### src/hw/qhd_defs.svh
`ifndef QHD_DEFS_SVH
`define QHD_DEFS_SVH

// register map, byte addresses
`define QHD_AW 12
`define QHD_REG_CTRL 12'h000
`define QHD_REG_STAT 12'h004
`define QHD_REG_NEXT 12'h008
`define QHD_REG_CHAR 12'h00C
`define QHD_REG_DEC 12'h010
`define QHD_PAGE 11:8
`define QHD_MEM_PAGE 4'h1
`define QHD_MEM_HI 7:6
`define QHD_MEM_WORD 5:2

// queue head store
`define QHD_IDX_W 3
`define QHD_WORD_AW 4
`define QHD_DEPTH 16

// link word fields
`define QHD_LNK_ADDR 31:5
`define QHD_LNK_ZERO 5'h00
`define QHD_LNK_TYPE 2:1
`define QHD_LNK_TERM 0

// endpoint characteristics word fields
`define QHD_EP_NAK 31:28
`define QHD_EP_CTRL 27
`define QHD_EP_MPL 26:16
`define QHD_EP_HEAD 15
`define QHD_EP_DTC 14
`define QHD_EP_SPEED 13:12
`define QHD_EP_NUM 11:8
`define QHD_EP_INACT 7
`define QHD_EP_DEV 6:0
`define QHD_MPL_MAX 11'h400

// encodings
`define QHD_OBJ_ISO 2'h0
`define QHD_OBJ_HEAD 2'h1
`define QHD_OBJ_SPLIT 2'h2
`define QHD_OBJ_SPAN 2'h3
`define QHD_SPD_FS 2'h0
`define QHD_SPD_LS 2'h1
`define QHD_SPD_HS 2'h2
`define QHD_SPD_RSVD 2'h3

// control register bits
`define QHD_CTL_START 0
`define QHD_CTL_PERIODIC 1
`define QHD_CTL_HEAD_TGL 2
`define QHD_CTL_TD_TGL 3
`define QHD_CTL_IDX 10:8

// status register bits
`define QHD_ST_BUSY 0
`define QHD_ST_DONE 1
`define QHD_ST_END 2
`define QHD_ST_FOLLOW 3
`define QHD_ST_BIG 4
`define QHD_ST_RSVD 5
`define QHD_ST_CLRACT 6
`define QHD_ST_TOGGLE 7

// reset values
`define QHD_WAIT_RST 1'h1
`define QHD_WORD_RST 32'h0000_0000

`endif

### src/hw/qhd_pkg.sv
`default_nettype none
`include "qhd_defs.svh"
package qhd_pkg;

  typedef enum logic [1:0] {
    QHD_OBJ_ISO_E = `QHD_OBJ_ISO,
    QHD_OBJ_HEAD_E = `QHD_OBJ_HEAD,
    QHD_OBJ_SPLIT_E = `QHD_OBJ_SPLIT,
    QHD_OBJ_SPAN_E = `QHD_OBJ_SPAN
  } qhd_obj_e;

  typedef enum logic [1:0] {
    QHD_SPD_FS_E = `QHD_SPD_FS,
    QHD_SPD_LS_E = `QHD_SPD_LS,
    QHD_SPD_HS_E = `QHD_SPD_HS,
    QHD_SPD_RSVD_E = `QHD_SPD_RSVD
  } qhd_speed_e;

  typedef enum logic [1:0] {
    QHD_W_IDLE, QHD_W_LINK, QHD_W_CHAR, QHD_W_DEC
  } qhd_walk_e;

  typedef enum logic [1:0] {
    QHD_B_IDLE, QHD_B_FETCH, QHD_B_ANSWER
  } qhd_bus_e;

  typedef struct packed {
    logic read;
    logic write;
    logic [`QHD_AW-1:0] address;
    logic [31:0] writedata;
  } qhd_bus_req_s;

  typedef struct packed {
    logic [26:0] next_link_address;
    qhd_obj_e obj_type;
    logic list_end;
    logic follow;
    logic [3:0] nak_reload_count;
    logic ctrl_ep;
    logic [10:0] max_pkt;
    logic pkt_too_big;
    logic reclaim_head;
    logic toggle_from_td;
    logic init_toggle;
    qhd_speed_e endpoint_speed_code;
    logic speed_rsvd;
    logic [3:0] endpoint_number;
    logic clear_active;
    logic [6:0] dev_addr;
  } qhd_decode_s;

  typedef struct packed {
    qhd_walk_e walk;
    qhd_bus_e bus_ph;
    logic [`QHD_IDX_W-1:0] idx;
    logic periodic;
    logic head_tgl;
    logic td_tgl;
    logic done;
    logic waitreq;
    logic [31:0] rdata;
    logic [31:0] link;
    logic [31:0] chr;
    qhd_decode_s dec;
  } qhd_state_s;

endpackage
`default_nettype wire

### src/hw/qhd_qh_store.sv
`default_nettype none
module qhd_head_store #(
  parameter int WIDTH = 32,
  parameter int DEPTH = 16,
  parameter int AW = 4
) (
  input wire logic clk,
  input wire logic rst_b,
  input wire logic we,
  input wire logic [AW-1:0] waddr,
  input wire logic [WIDTH-1:0] wdata,
  input wire logic [AW-1:0] raddr,
  output logic [WIDTH-1:0] rdata_q
);
  // plain array, no reset: software fills it before any walk
  logic [WIDTH-1:0] mem [DEPTH];

  always_ff @(posedge clk) begin
    if (we) begin
      mem[waddr] <= wdata;
    end
  end

  always_ff @(posedge clk or negedge rst_b) begin
    if (!rst_b) begin
      rdata_q <= '0;
    end else begin
      rdata_q <= mem[raddr];
    end
  end
endmodule
`default_nettype wire

### src/hw/qhd_decoder.sv
// How it works
// link bits 31:5 give next object address, low five bits zero
// software links a queue head only to queue heads or iso descriptors; not checked here, and the test model also links to split iso and span
// software writes zero into link bits 4 and 3
// link bits 2:1 pick object type: iso, queue head, split iso, span
// periodic schedule: terminate bit one ends the list, zero is valid
// asynchronous schedule: terminate bit ignored, pointer always followed
// software keeps every reachable queue head link valid
// hardware never writes the endpoint words of a queue head
// bits 31:28 of word two are the nak reload count
// software sets control flag only for non high speed control endpoints
// bits 26:16 are max packet size, limit 0x400
// bit 15 marks head of the reclamation list
// bit 14 selects initial toggle source on overlay
// bits 13:12 give speed: full, low, high, reserved
// bits 11:8 give the endpoint number
// periodic full or low speed with bit 7 set clears active
// software never sets inactivate in async schedule or high speed
// bits 6:0 give the device address
// toggle source zero keeps queue head toggle, one takes descriptor's
//
// Register access over Avalon-MM and the register offsets were left to the implementer.
`default_nettype none
`include "qhd_defs.svh"
module qhd_decoder (
  input wire logic clk,
  input wire logic rst_b,
  input wire qhd_pkg::qhd_bus_req_s avs_req,
  output logic [31:0] avs_readdata,
  output logic avs_waitrequest,
  output qhd_pkg::qhd_decode_s dec
);
  import qhd_pkg::*;

  qhd_state_s q;
  qhd_state_s d;
  logic mem_we;
  logic [`QHD_WORD_AW-1:0] mem_raddr;
  logic [31:0] mem_rdata;
  logic bus_req;
  logic mem_hit;

  function automatic logic [`QHD_WORD_AW-1:0] word_of(
    input logic [`QHD_AW-1:0] a);
    word_of = a[`QHD_MEM_WORD];
  endfunction

  function automatic logic in_store(input logic [`QHD_AW-1:0] a);
    in_store = (a[`QHD_PAGE] == `QHD_MEM_PAGE) &&
               (a[`QHD_MEM_HI] == '0);
  endfunction

  function automatic logic [`QHD_WORD_AW-1:0] head_word(
    input logic [`QHD_IDX_W-1:0] i, input logic second);
    head_word = {i, second};
  endfunction

  function automatic qhd_decode_s decode(
    input logic [31:0] lnk,
    input logic [31:0] ch,
    input logic periodic,
    input logic head_tgl,
    input logic td_tgl);
    qhd_decode_s r;
    qhd_speed_e spd;
    spd = qhd_speed_e'(ch[`QHD_EP_SPEED]);
    r.next_link_address = lnk[`QHD_LNK_ADDR];
    r.obj_type = qhd_obj_e'(lnk[`QHD_LNK_TYPE]);
    r.list_end = periodic && lnk[`QHD_LNK_TERM];
    // async lists are circular, so the terminate bit means nothing there
    r.follow = !periodic || !lnk[`QHD_LNK_TERM];
    r.nak_reload_count = ch[`QHD_EP_NAK];
    r.ctrl_ep = ch[`QHD_EP_CTRL];
    r.max_pkt = ch[`QHD_EP_MPL];
    // oversize is flagged, not clipped: the value stays software's
    r.pkt_too_big = ch[`QHD_EP_MPL] > `QHD_MPL_MAX;
    r.reclaim_head = ch[`QHD_EP_HEAD];
    r.toggle_from_td = ch[`QHD_EP_DTC];
    r.init_toggle = ch[`QHD_EP_DTC] ? td_tgl : head_tgl;
    r.endpoint_speed_code = spd;
    r.speed_rsvd = (spd == QHD_SPD_RSVD_E);
    r.endpoint_number = ch[`QHD_EP_NUM];
    r.clear_active = periodic && ch[`QHD_EP_INACT] &&
                     (spd == QHD_SPD_FS_E || spd == QHD_SPD_LS_E);
    r.dev_addr = ch[`QHD_EP_DEV];
    decode = r;
  endfunction

  function automatic logic [31:0] reg_read(
    input qhd_state_s s,
    input logic [`QHD_AW-1:0] a);
    logic [31:0] v;
    v = `QHD_WORD_RST;
    case (a)
      `QHD_REG_CTRL: begin
        v[`QHD_CTL_PERIODIC] = s.periodic;
        v[`QHD_CTL_HEAD_TGL] = s.head_tgl;
        v[`QHD_CTL_TD_TGL] = s.td_tgl;
        v[`QHD_CTL_IDX] = s.idx;
      end
      `QHD_REG_STAT: begin
        v[`QHD_ST_BUSY] = (s.walk != QHD_W_IDLE);
        v[`QHD_ST_DONE] = s.done;
        v[`QHD_ST_END] = s.dec.list_end;
        v[`QHD_ST_FOLLOW] = s.dec.follow;
        v[`QHD_ST_BIG] = s.dec.pkt_too_big;
        v[`QHD_ST_RSVD] = s.dec.speed_rsvd;
        v[`QHD_ST_CLRACT] = s.dec.clear_active;
        v[`QHD_ST_TOGGLE] = s.dec.init_toggle;
      end
      `QHD_REG_NEXT: begin
        v[`QHD_LNK_ADDR] = s.dec.next_link_address;
        v[`QHD_LNK_TYPE] = s.dec.obj_type;
      end
      `QHD_REG_CHAR: begin
        v = s.chr;
      end
      `QHD_REG_DEC: begin
        v[`QHD_EP_NAK] = s.dec.nak_reload_count;
        v[`QHD_EP_CTRL] = s.dec.ctrl_ep;
        v[`QHD_EP_MPL] = s.dec.max_pkt;
        v[`QHD_EP_HEAD] = s.dec.reclaim_head;
        v[`QHD_EP_DTC] = s.dec.toggle_from_td;
        v[`QHD_EP_SPEED] = s.dec.endpoint_speed_code;
        v[`QHD_EP_NUM] = s.dec.endpoint_number;
        v[`QHD_EP_INACT] = s.dec.clear_active;
        v[`QHD_EP_DEV] = s.dec.dev_addr;
      end
      default: begin
        v = `QHD_WORD_RST;
      end
    endcase
    reg_read = v;
  endfunction

  assign bus_req = avs_req.read || avs_req.write;
  assign mem_hit = in_store(avs_req.address);

  qhd_head_store #(
    .WIDTH(32),
    .DEPTH(`QHD_DEPTH),
    .AW(`QHD_WORD_AW)
  ) u_store (
    .clk(clk),
    .rst_b(rst_b),
    .we(mem_we),
    .waddr(word_of(avs_req.address)),
    .wdata(avs_req.writedata),
    .raddr(mem_raddr),
    .rdata_q(mem_rdata)
  );

  always_comb begin
    d = q;
    mem_we = 1'h0;
    // the walker owns the read port; the bus is held off while it runs
    case (q.walk)
      QHD_W_LINK: mem_raddr = head_word(q.idx, 1'h0);
      QHD_W_CHAR: mem_raddr = head_word(q.idx, 1'h1);
      default: mem_raddr = word_of(avs_req.address);
    endcase

    case (q.bus_ph)
      QHD_B_IDLE: begin
        if (bus_req && q.walk == QHD_W_IDLE) begin
          d.bus_ph = QHD_B_FETCH;
        end
      end
      QHD_B_FETCH: begin
        d.bus_ph = QHD_B_ANSWER;
        d.waitreq = 1'h0;
        if (avs_req.read) begin
          d.rdata = mem_hit ? mem_rdata : reg_read(q, avs_req.address);
        end else begin
          d.rdata = `QHD_WORD_RST;
        end
      end
      QHD_B_ANSWER: begin
        d.bus_ph = QHD_B_IDLE;
        d.waitreq = `QHD_WAIT_RST;
        if (avs_req.write) begin
          if (mem_hit) begin
            // only software fills the store; the walker only reads it
            mem_we = 1'h1;
          end else if (avs_req.address == `QHD_REG_CTRL) begin
            d.periodic = avs_req.writedata[`QHD_CTL_PERIODIC];
            d.head_tgl = avs_req.writedata[`QHD_CTL_HEAD_TGL];
            d.td_tgl = avs_req.writedata[`QHD_CTL_TD_TGL];
            d.idx = avs_req.writedata[`QHD_CTL_IDX];
            if (avs_req.writedata[`QHD_CTL_START]) begin
              d.walk = QHD_W_LINK;
              d.done = 1'h0;
            end
          end else if (avs_req.address == `QHD_REG_STAT) begin
            if (avs_req.writedata[`QHD_ST_DONE]) begin
              d.done = 1'h0;
            end
          end
        end
      end
      default: begin
        d.bus_ph = QHD_B_IDLE;
        d.waitreq = `QHD_WAIT_RST;
      end
    endcase

    // walker last, so a finishing walk beats a done clear
    case (q.walk)
      QHD_W_IDLE: begin
      end
      QHD_W_LINK: begin
        d.walk = QHD_W_CHAR;
      end
      QHD_W_CHAR: begin
        d.link = mem_rdata;
        d.walk = QHD_W_DEC;
      end
      QHD_W_DEC: begin
        d.chr = mem_rdata;
        d.dec = decode(q.link, mem_rdata, q.periodic, q.head_tgl, q.td_tgl);
        d.done = 1'h1;
        d.walk = QHD_W_IDLE;
      end
      default: begin
        d.walk = QHD_W_IDLE;
      end
    endcase
  end

  always_ff @(posedge clk or negedge rst_b) begin
    if (!rst_b) begin
      q <= '0;
      q.waitreq <= `QHD_WAIT_RST;
    end else begin
      q <= d;
    end
  end

  assign avs_readdata = q.rdata;
  assign avs_waitrequest = q.waitreq;
  assign dec = q.dec;
endmodule
`default_nettype wire

### config.mk
export PLATFORM = sky130hd
export DESIGN_NAME = qhd_decoder
export DESIGN_NICKNAME = d
export VERILOG_FILES = /design/src/hw/qhd_pkg.sv /design/src/hw/qhd_qh_store.sv /design/src/hw/qhd_decoder.sv
export VERILOG_INCLUDE_DIRS = /design/src /design/src/hw
export SDC_FILE = /design/constraint.sdc
export NUM_CORES = 1
export LEC_CHECK = 0
export BUFFER_PORTS_ARGS = -buffer_cell sky130_fd_sc_hd__buf_4
export CAP_MARGIN = 0
export CORE_MARGIN = 8
export CORE_UTILIZATION = 59
export DETAILED_ROUTE_END_ITERATION = 10
export PLACE_DENSITY = 0.77
export SYNTH_ARGS = -nofsm -noshare
export SYNTH_HDL_FRONTEND = slang
export SYNTH_SLANG_ARGS = --single-unit
### constraint.sdc
create_clock -name clk -period 5.1 [get_ports clk]
set_input_delay 0.255 -clock clk [delete_from_list [all_inputs] [get_ports clk]]
set_output_delay 0.255 -clock clk [all_outputs]
set_load 0.1 [all_outputs]
# --- After elaboration in Yosys (flattened, before gate mapping) ---
# Memories as Yosys holds them, arrays and structs flattened. A register that Yosys moved wholly into a read port is not among the register bits.
# Index checks and enable logic that the tools add are counted.
classes:
  n_lt_le_gt_ge: 1
  n_eq_ne: 16
  muxes: 33
  bitwise: 1
  n_reduce_logical: 28
op_table:
  columns: ["operator", "n"]
  rows:
  - ["two-way mux 32 bit", 2]
  - ["one-hot mux 21 bit (3 select lines)", 1]
  - ["equality test 12 x 4 -> 1 bit, second input constant", 2]
  - ["one-hot mux 3 bit (4 select lines)", 2]
  - ["nonzero test 4 bit", 4]
  - ["two-way mux 1 bit", 14]
  - ["equality test 12 x 3 -> 1 bit, second input constant", 1]
  - ["equality test 12 x 5 -> 1 bit, second input constant", 1]
  - ["zero test 12 bit", 1]
  - ["two-way mux 2 bit", 6]
  - ["> comparator 11 bit, second input constant", 1]
  - ["one-hot mux 2 bit (5 select lines)", 1]
  - ["equality test 2 bit, second input constant", 4]
  - ["zero test 2 bit", 4]
  - ["one-hot mux 4 bit (2 select lines)", 1]
  - ["equality test 2 x 1 -> 1 bit, second input constant", 3]
  - ["one-hot mux 1 bit (3 select lines)", 2]
  - ["one-hot mux 2 bit (3 select lines)", 1]
  - ["AND reduction 6 bit", 1]
  - ["nonzero test 2 bit", 3]
  - ["nonzero test 3 bit", 2]
  - ["logical AND 1 bit", 5]
  - ["AND reduction 5 bit", 1]
  - ["equality test 4 x 1 -> 1 bit, second input constant", 1]
  - ["11 further kinds", 15]
totals:
  register_bits: 174
  ramBits: 512
  output_inout_bits: 99
  wordCells: 107
  n_memories: 1
memory_table:
  columns: ["memory", "depth", "word_bits", "rd", "rd_ports_with_merged_regs", "wr", "line_no", "rtl"]
  rows:
  - ["u_store.mem", 16, 32, 1, 1, 1, "qhd_qh_store.sv:16", "logic [WIDTH-1:0] mem [DEPTH];"]

# --- Depth between registers and ports, before layout ---
depth:
  depth_word: 7
  ltp_mapped: 10
  ltp_nobuf: 7

# --- Hierarchy ---
# A second synthesis with hierarchy kept.
unflattened:
  hier_cells: 1430
  hier_area_um2: 27068.5
modules_own_cells:
  columns: ["module", "instances", "cells_per_inst", "area_each_um2", "seq_area_each_um2"]
  rows:
  - ["qhd_head_store", 1, 838, 19995.4, 16175.5]
  - ["qhd_decoder", 1, 592, 7073.0, 3529.6]

# --- Worst setup path after synthesis ---
# Ideal clock, no wire load.
synth_timing:
  path_type: "input to register"
  start: "in avs_req[39] (netlist bit)"
  end: "mem u_store.mem[3][0] (enable)"
  setup_time_ns: 0.421
  t_arrival_ns: 2.586
  setup_slack_ns: 2.093
  path_stages: 6
  n_path_buf: 1
  cell_sequence: "nor3_2 -> nand3_1 -> clkbuf_1 -> nor2_1 -> nand3_1 -> nor2_1"
synth_between:
  elab_chain_cells: 7
synth_lines:
  columns: ["item", "line_no", "rtl"]
  rows:
  - ["start, declared", "qhd_decoder.sv:28", "input wire qhd_pkg::qhd_bus_req_s avs_req,"]
  - ["zero test 2 bit", "qhd_decoder.sv:50", "(a[`QHD_MEM_HI] == '0);"]
  - ["logical AND 1 bit", "qhd_decoder.sv:49", "in_store = (a[`QHD_PAGE] == `QHD_MEM_PAGE) &&"]
  - ["two-way mux 1 bit", "qhd_decoder.sv:182", "if (mem_hit) begin"]
  - ["two-way mux 1 bit", "qhd_decoder.sv:181", "if (avs_req.write) begin"]
  - ["two-way mux 1 bit", "qhd_decoder.sv:163", "case (q.bus_ph)"]
  - ["two-way mux 1 bit", "qhd_qh_store.sv:19", "if (we) begin"]
  - ["two-way mux 1 bit (implied by the code)", "qhd_qh_store.sv:20", "mem[waddr] <= wdata;"]
  - ["end, declared", "qhd_qh_store.sv:16", null]
# Every way passes these cells.

# --- Worst setup path in the final report ---
layout_timing:
  start: "reg q[173] (netlist bit)"
  end: "reg u_store.rdata_q[4], read port of u_store.mem"
layout_between:
  elab_chain_cells: 2
  elab_cells_between_ends: 3
  cone_classes: "eq/ne: 2; mux: 1"
layout_lines:
  columns: ["item", "line_no", "rtl"]
  rows:
  - ["start, declared", "qhd_decoder.sv:35", "qhd_state_s q;"]
  - ["equality test 2 bit / equality test 2 x 1 -> 1 bit (equally long branches)", "qhd_decoder.sv:157", "case (q.walk)"]
  - ["one-hot mux 4 bit (2 select lines) (*)", "qhd_decoder.sv:157", null]
  - ["end, declared", "qhd_qh_store.sv:13", "output logic [WIDTH-1:0] rdata_q"]
# Mark *: on every way between the ends. The rest lies on a longest branch, timed or not.
# A chain may end at the register's enable or synchronous reset.

==> impl_metrics.csv <==
group,metric,value,unit
outcome,status,"finished clean",
power,peakVddDrop,0.802,mV
cells_and_area,area_delta_synth_final,14.1,%
synth,ys.warnings.count,0,
sta,hold_viol,0,
sta,finalSetupViolations,0,
critical_path,cp.arrival,3.82,ns
sta,tightestPinTransition,1.17,ns
clocking,clk_latency,0.59,ns
detailed_routing,drtAntennaViolNets,0,
floorplan,placementRows,78,
hold_path,hold_path.class,"input pin to flip-flop",
synth,synth-edff-count,512,
synth,async_reset_ff_share,25.3,%
power,seqPwrFrac,36.5,%
synth,synth.distinct_cells,55,
cells_and_area,drive_gt1_share,36.3,%
synth,synth_top_area_share,56.6,%
power,p_int,12400,uW
synth,synth_ff_type,"edfxtp_1",
synth,synth_compound_area_share,5.52,%
cells_and_area,nNetsFinal,1601,
power,power,20000,uW
clocking,cts.path.max_buffers,3,
power,p_leak,0.0110,uW
floorplan,fp.dieW,231,um
synth,ys_top_cells_by_area,"edfxtp_1, dfrtp_1, mux4_2",
power,p_switching,7600,uW
grt,grt_pass1_wl,93.3,mm
sta,fin_setup_tns,0,ns
sta,rsz0062_at_grt,"false",
detailed_routing,vias,14200,
power,netSwitchingFraction,38.0,%
synth,synth_mux_area_share,15.1,%
grt,grt_max_degree,174,
power,power_frac_comb,38.5,%
detailed_routing,wirelength,62.2,mm
grt,grtUsageTotal,23.2,%
synth,ys_ff_latch,685,
sta,maxSlewViolCount,0,
clocking,htree_levels,3,
floorplan,start_util,59.9,%
detailed_routing,wl_per_cell,28.2,um
synth,synth_simple_gate_area_share,2.33,%
synth,yosys.area_share.adder,0.230,%
floorplan,core,45400,sq um
clocking,cts_buffers,68,
synth,seq_area_frac_synth,72.5,%
detailed_routing,drt_iter0_drc,1655,
synth,synthesis.area,27200,sq um
floorplan,ios,147,
critical_path,crit_path_end_kind,"flip-flop",
clocking,path_clk_slew,0.07,ns
place,place.gp.congestion,0.768,
sta,hold_slack,0.0345,ns
synth,synth_xor_area_share,0,%
detailed_routing,routed_via_density,6.42,
sta,finClkSkew,0.0194,ns
floorplan,die_area,53200,sq um
clocking,cts_root_buf,"clkbuf_16",
sta,finalCritPeriodShare,66.0,%
place,port_buffers,146,
synth,netlist_instances,1433,
sta,timing.slew.headroom,21.7,%
grt,grt_pass1_vias,14600,
critical_path,critPathRequiredTime,5.55,ns
synth,synth_top_family_by_area,"multiplexers",
sta,fmax,297,MHz
clocking,cts_resized,0,
clocking,cts_tree,"yes",
critical_path,crit_fanout,31,
critical_path,critPathKind,"flip-flop to flip-flop",
synth,synth_nets,1486,
detailed_routing,drc,0,
detailed_routing,dr.pass1.iters,6,
clocking,clock-sinks,685,
synth,avgSynthCellArea,19.0,sq um
power,p_per_area,645,nW/um^2
critical_path,crit_path_start_kind,"flip-flop",
grt,overflow,0,
floorplan,die_h,231,um
sta,min_period,3.37,ns
run,maxCapViolations,0,
synth,synth_top_area_cell,"edfxtp_1",
power,clock_power_share,25.1,%
grt,antenna_found_initial,2,
place,place_hpwl,35.1,mm
## logic make-up (layout without fill, tap and decap cells)
kind of cell | count (synthesis) | after routing
muxes | 237 | 237
adders and majority gates | 5 | 5
DFF | 685 | 685
buffers and inverters | 187 | 357
AOI/OAI and AO/OA | 176 | 176
and+or+nand+nor | 143 | 143
other | 0 | 1
## through the flow
stage | util [%] | setup WS (ns) | area [sq um] | std cells
floorplan | - | 2.09 | 27200 | 1433
global placement | 62.7 | 1.86 | 28400 | 2044
detailed placement | 62.7 | 1.76 | 28400 | 2044
CTS | 68.3 | 1.69 | 31000 | 2203
global route | 68.3 | 1.54 | 31000 | 2203
finish | 68.4 | 1.73 | 31000 | 2204
## sequential cells by signal (all words and copies together) (netlist names)
signal,count
u_store.mem,512
q,73
dec,35
avs_readdata,32
u_store.rdata_q,32
avs_waitrequest,1
## what timing repair did
item | in CTS | in global routing
hold buffers | 34 | 0
setup buffers | 0 | 0
hold endpoints to repair | 655 | 0
## power groups by stage
stage	Sequential (uW)	Clock (uW)	Combinational (uW)
finish	7300	5020	7700
global route	7370	5300	8090
CTS	7280	5090	7770
detailed placement	7390	0	7670
global placement	7360	0	7540
floorplan	7100	0	6510
## layout make-up
type	count	area [sq um]
clock buffers	89	1840
inverters	12	45.0
repair buffers	220	1820
fillers	2807	14400
diodes	1	2.50
clock inverters	36	397
flip-flops and latches	685	19700
multi-input cells	561	6460
well taps	600	751
## critical path, stage by stage, from the launching register on
cell and delay, ns:
dfrtp_1 0.40, inv_1 0.10, ha_1 0.52, mux2i_4 0.94, buf_12 0.34, mux4_2 0.56, a22oi_1 0.25, nand2_1 0.10
## path summary, 6_finish.rpt
path | from | endpoint | slack [ns] | cells past startpoint
max reg2reg | q[173]$_DFFE_PN0P_ | u_store.rdata_q[4]$_DFF_PN0_ | 1.73 | 7
min reg2reg | avs_readdata[5]$_DFFE_PN0N_ | avs_readdata[5]$_DFFE_PN0N_ | 0.48 | 2
min in group asynchronous | rst_b | q[100]$_DFFE_PN0N_ | 0.37 | 3
max in group asynchronous | rst_b | q[119]$_DFFE_PN0N_ | 3.94 | 3
max | q[173]$_DFFE_PN0P_ | u_store.rdata_q[4]$_DFF_PN0_ | 1.73 | 7
min | avs_req[0] | u_store.mem[15][0]$_DFFE_PP_ | 0.03 | 1
## cells in the final DEF (no fill, tap or decap), drive strengths merged, types with 2 or more instances in the layout
cell type / Yosys / routed
edfxtp: 512 / 512
buf: 138 / 186
dfrtp: 172 / 172
mux4: 128 / 128
mux2: 99 / 99
clkbuf: 37 / 89
nand2: 73 / 73
a22oi: 65 / 65
dlygate4sd3: 0 / 34
nor2: 34 / 34
o211ai: 26 / 26
a21oi: 25 / 25
a221oi: 25 / 25
clkinv: 0 / 24
inv: 12 / 16
o21ai: 12 / 12
mux2i: 10 / 10
nand3: 8 / 8
bufinv: 0 / 8
nor3: 7 / 7
a22o: 5 / 5
ha: 5 / 5
and3: 4 / 4
a221o: 3 / 3
nor4: 3 / 3
o22a: 3 / 3
nand3b: 2 / 2
nor2b: 2 / 2
a222oi: 2 / 2
a21o: 2 / 2
o22ai: 2 / 2
and2: 2 / 2
or3b: 2 / 2
a211oi: 2 / 2
## synth_stat cells, types with 2 or more instances
| library cell | instances |
|---|---|
| edfxtp_1 | 512 |
| dfrtp_1 | 172 |
| mux4_2 | 128 |
| buf_4 | 104 |
| mux2_2 | 98 |
| nand2_1 | 73 |
| a22oi_1 | 65 |
| clkbuf_1 | 35 |
| nor2_1 | 33 |
| buf_2 | 28 |
| o211ai_1 | 26 |
| a21oi_2 | 20 |
| a221oi_2 | 19 |
| inv_1 | 12 |
| o21ai_0 | 12 |
| mux2i_1 | 10 |
| nand3_1 | 8 |
| a221oi_1 | 6 |
| nor3_1 | 6 |
| a21oi_1 | 5 |
| a22o_1 | 5 |
| ha_1 | 5 |
| and3_1 | 4 |
| a221o_1 | 3 |
| buf_1 | 3 |
| nor4_1 | 3 |
| o22a_1 | 3 |
| a21o_1 | 2 |
| a222oi_1 | 2 |
| buf_12 | 2 |
| clkbuf_4 | 2 |
| nand3b_1 | 2 |
| nor2b_1 | 2 |
| o22ai_1 | 2 |
## routing by layer
layer  track usage, %  part of all wire, %  up-vias
li1                 -                    -     5857
met4             7.44                  2.2        2
met5                0                0.019        -
met2             36.9                   48      758
met1             32.8                   41     7439
met3             4.29                  8.7       97
Power figures use the tool's default switching activity.
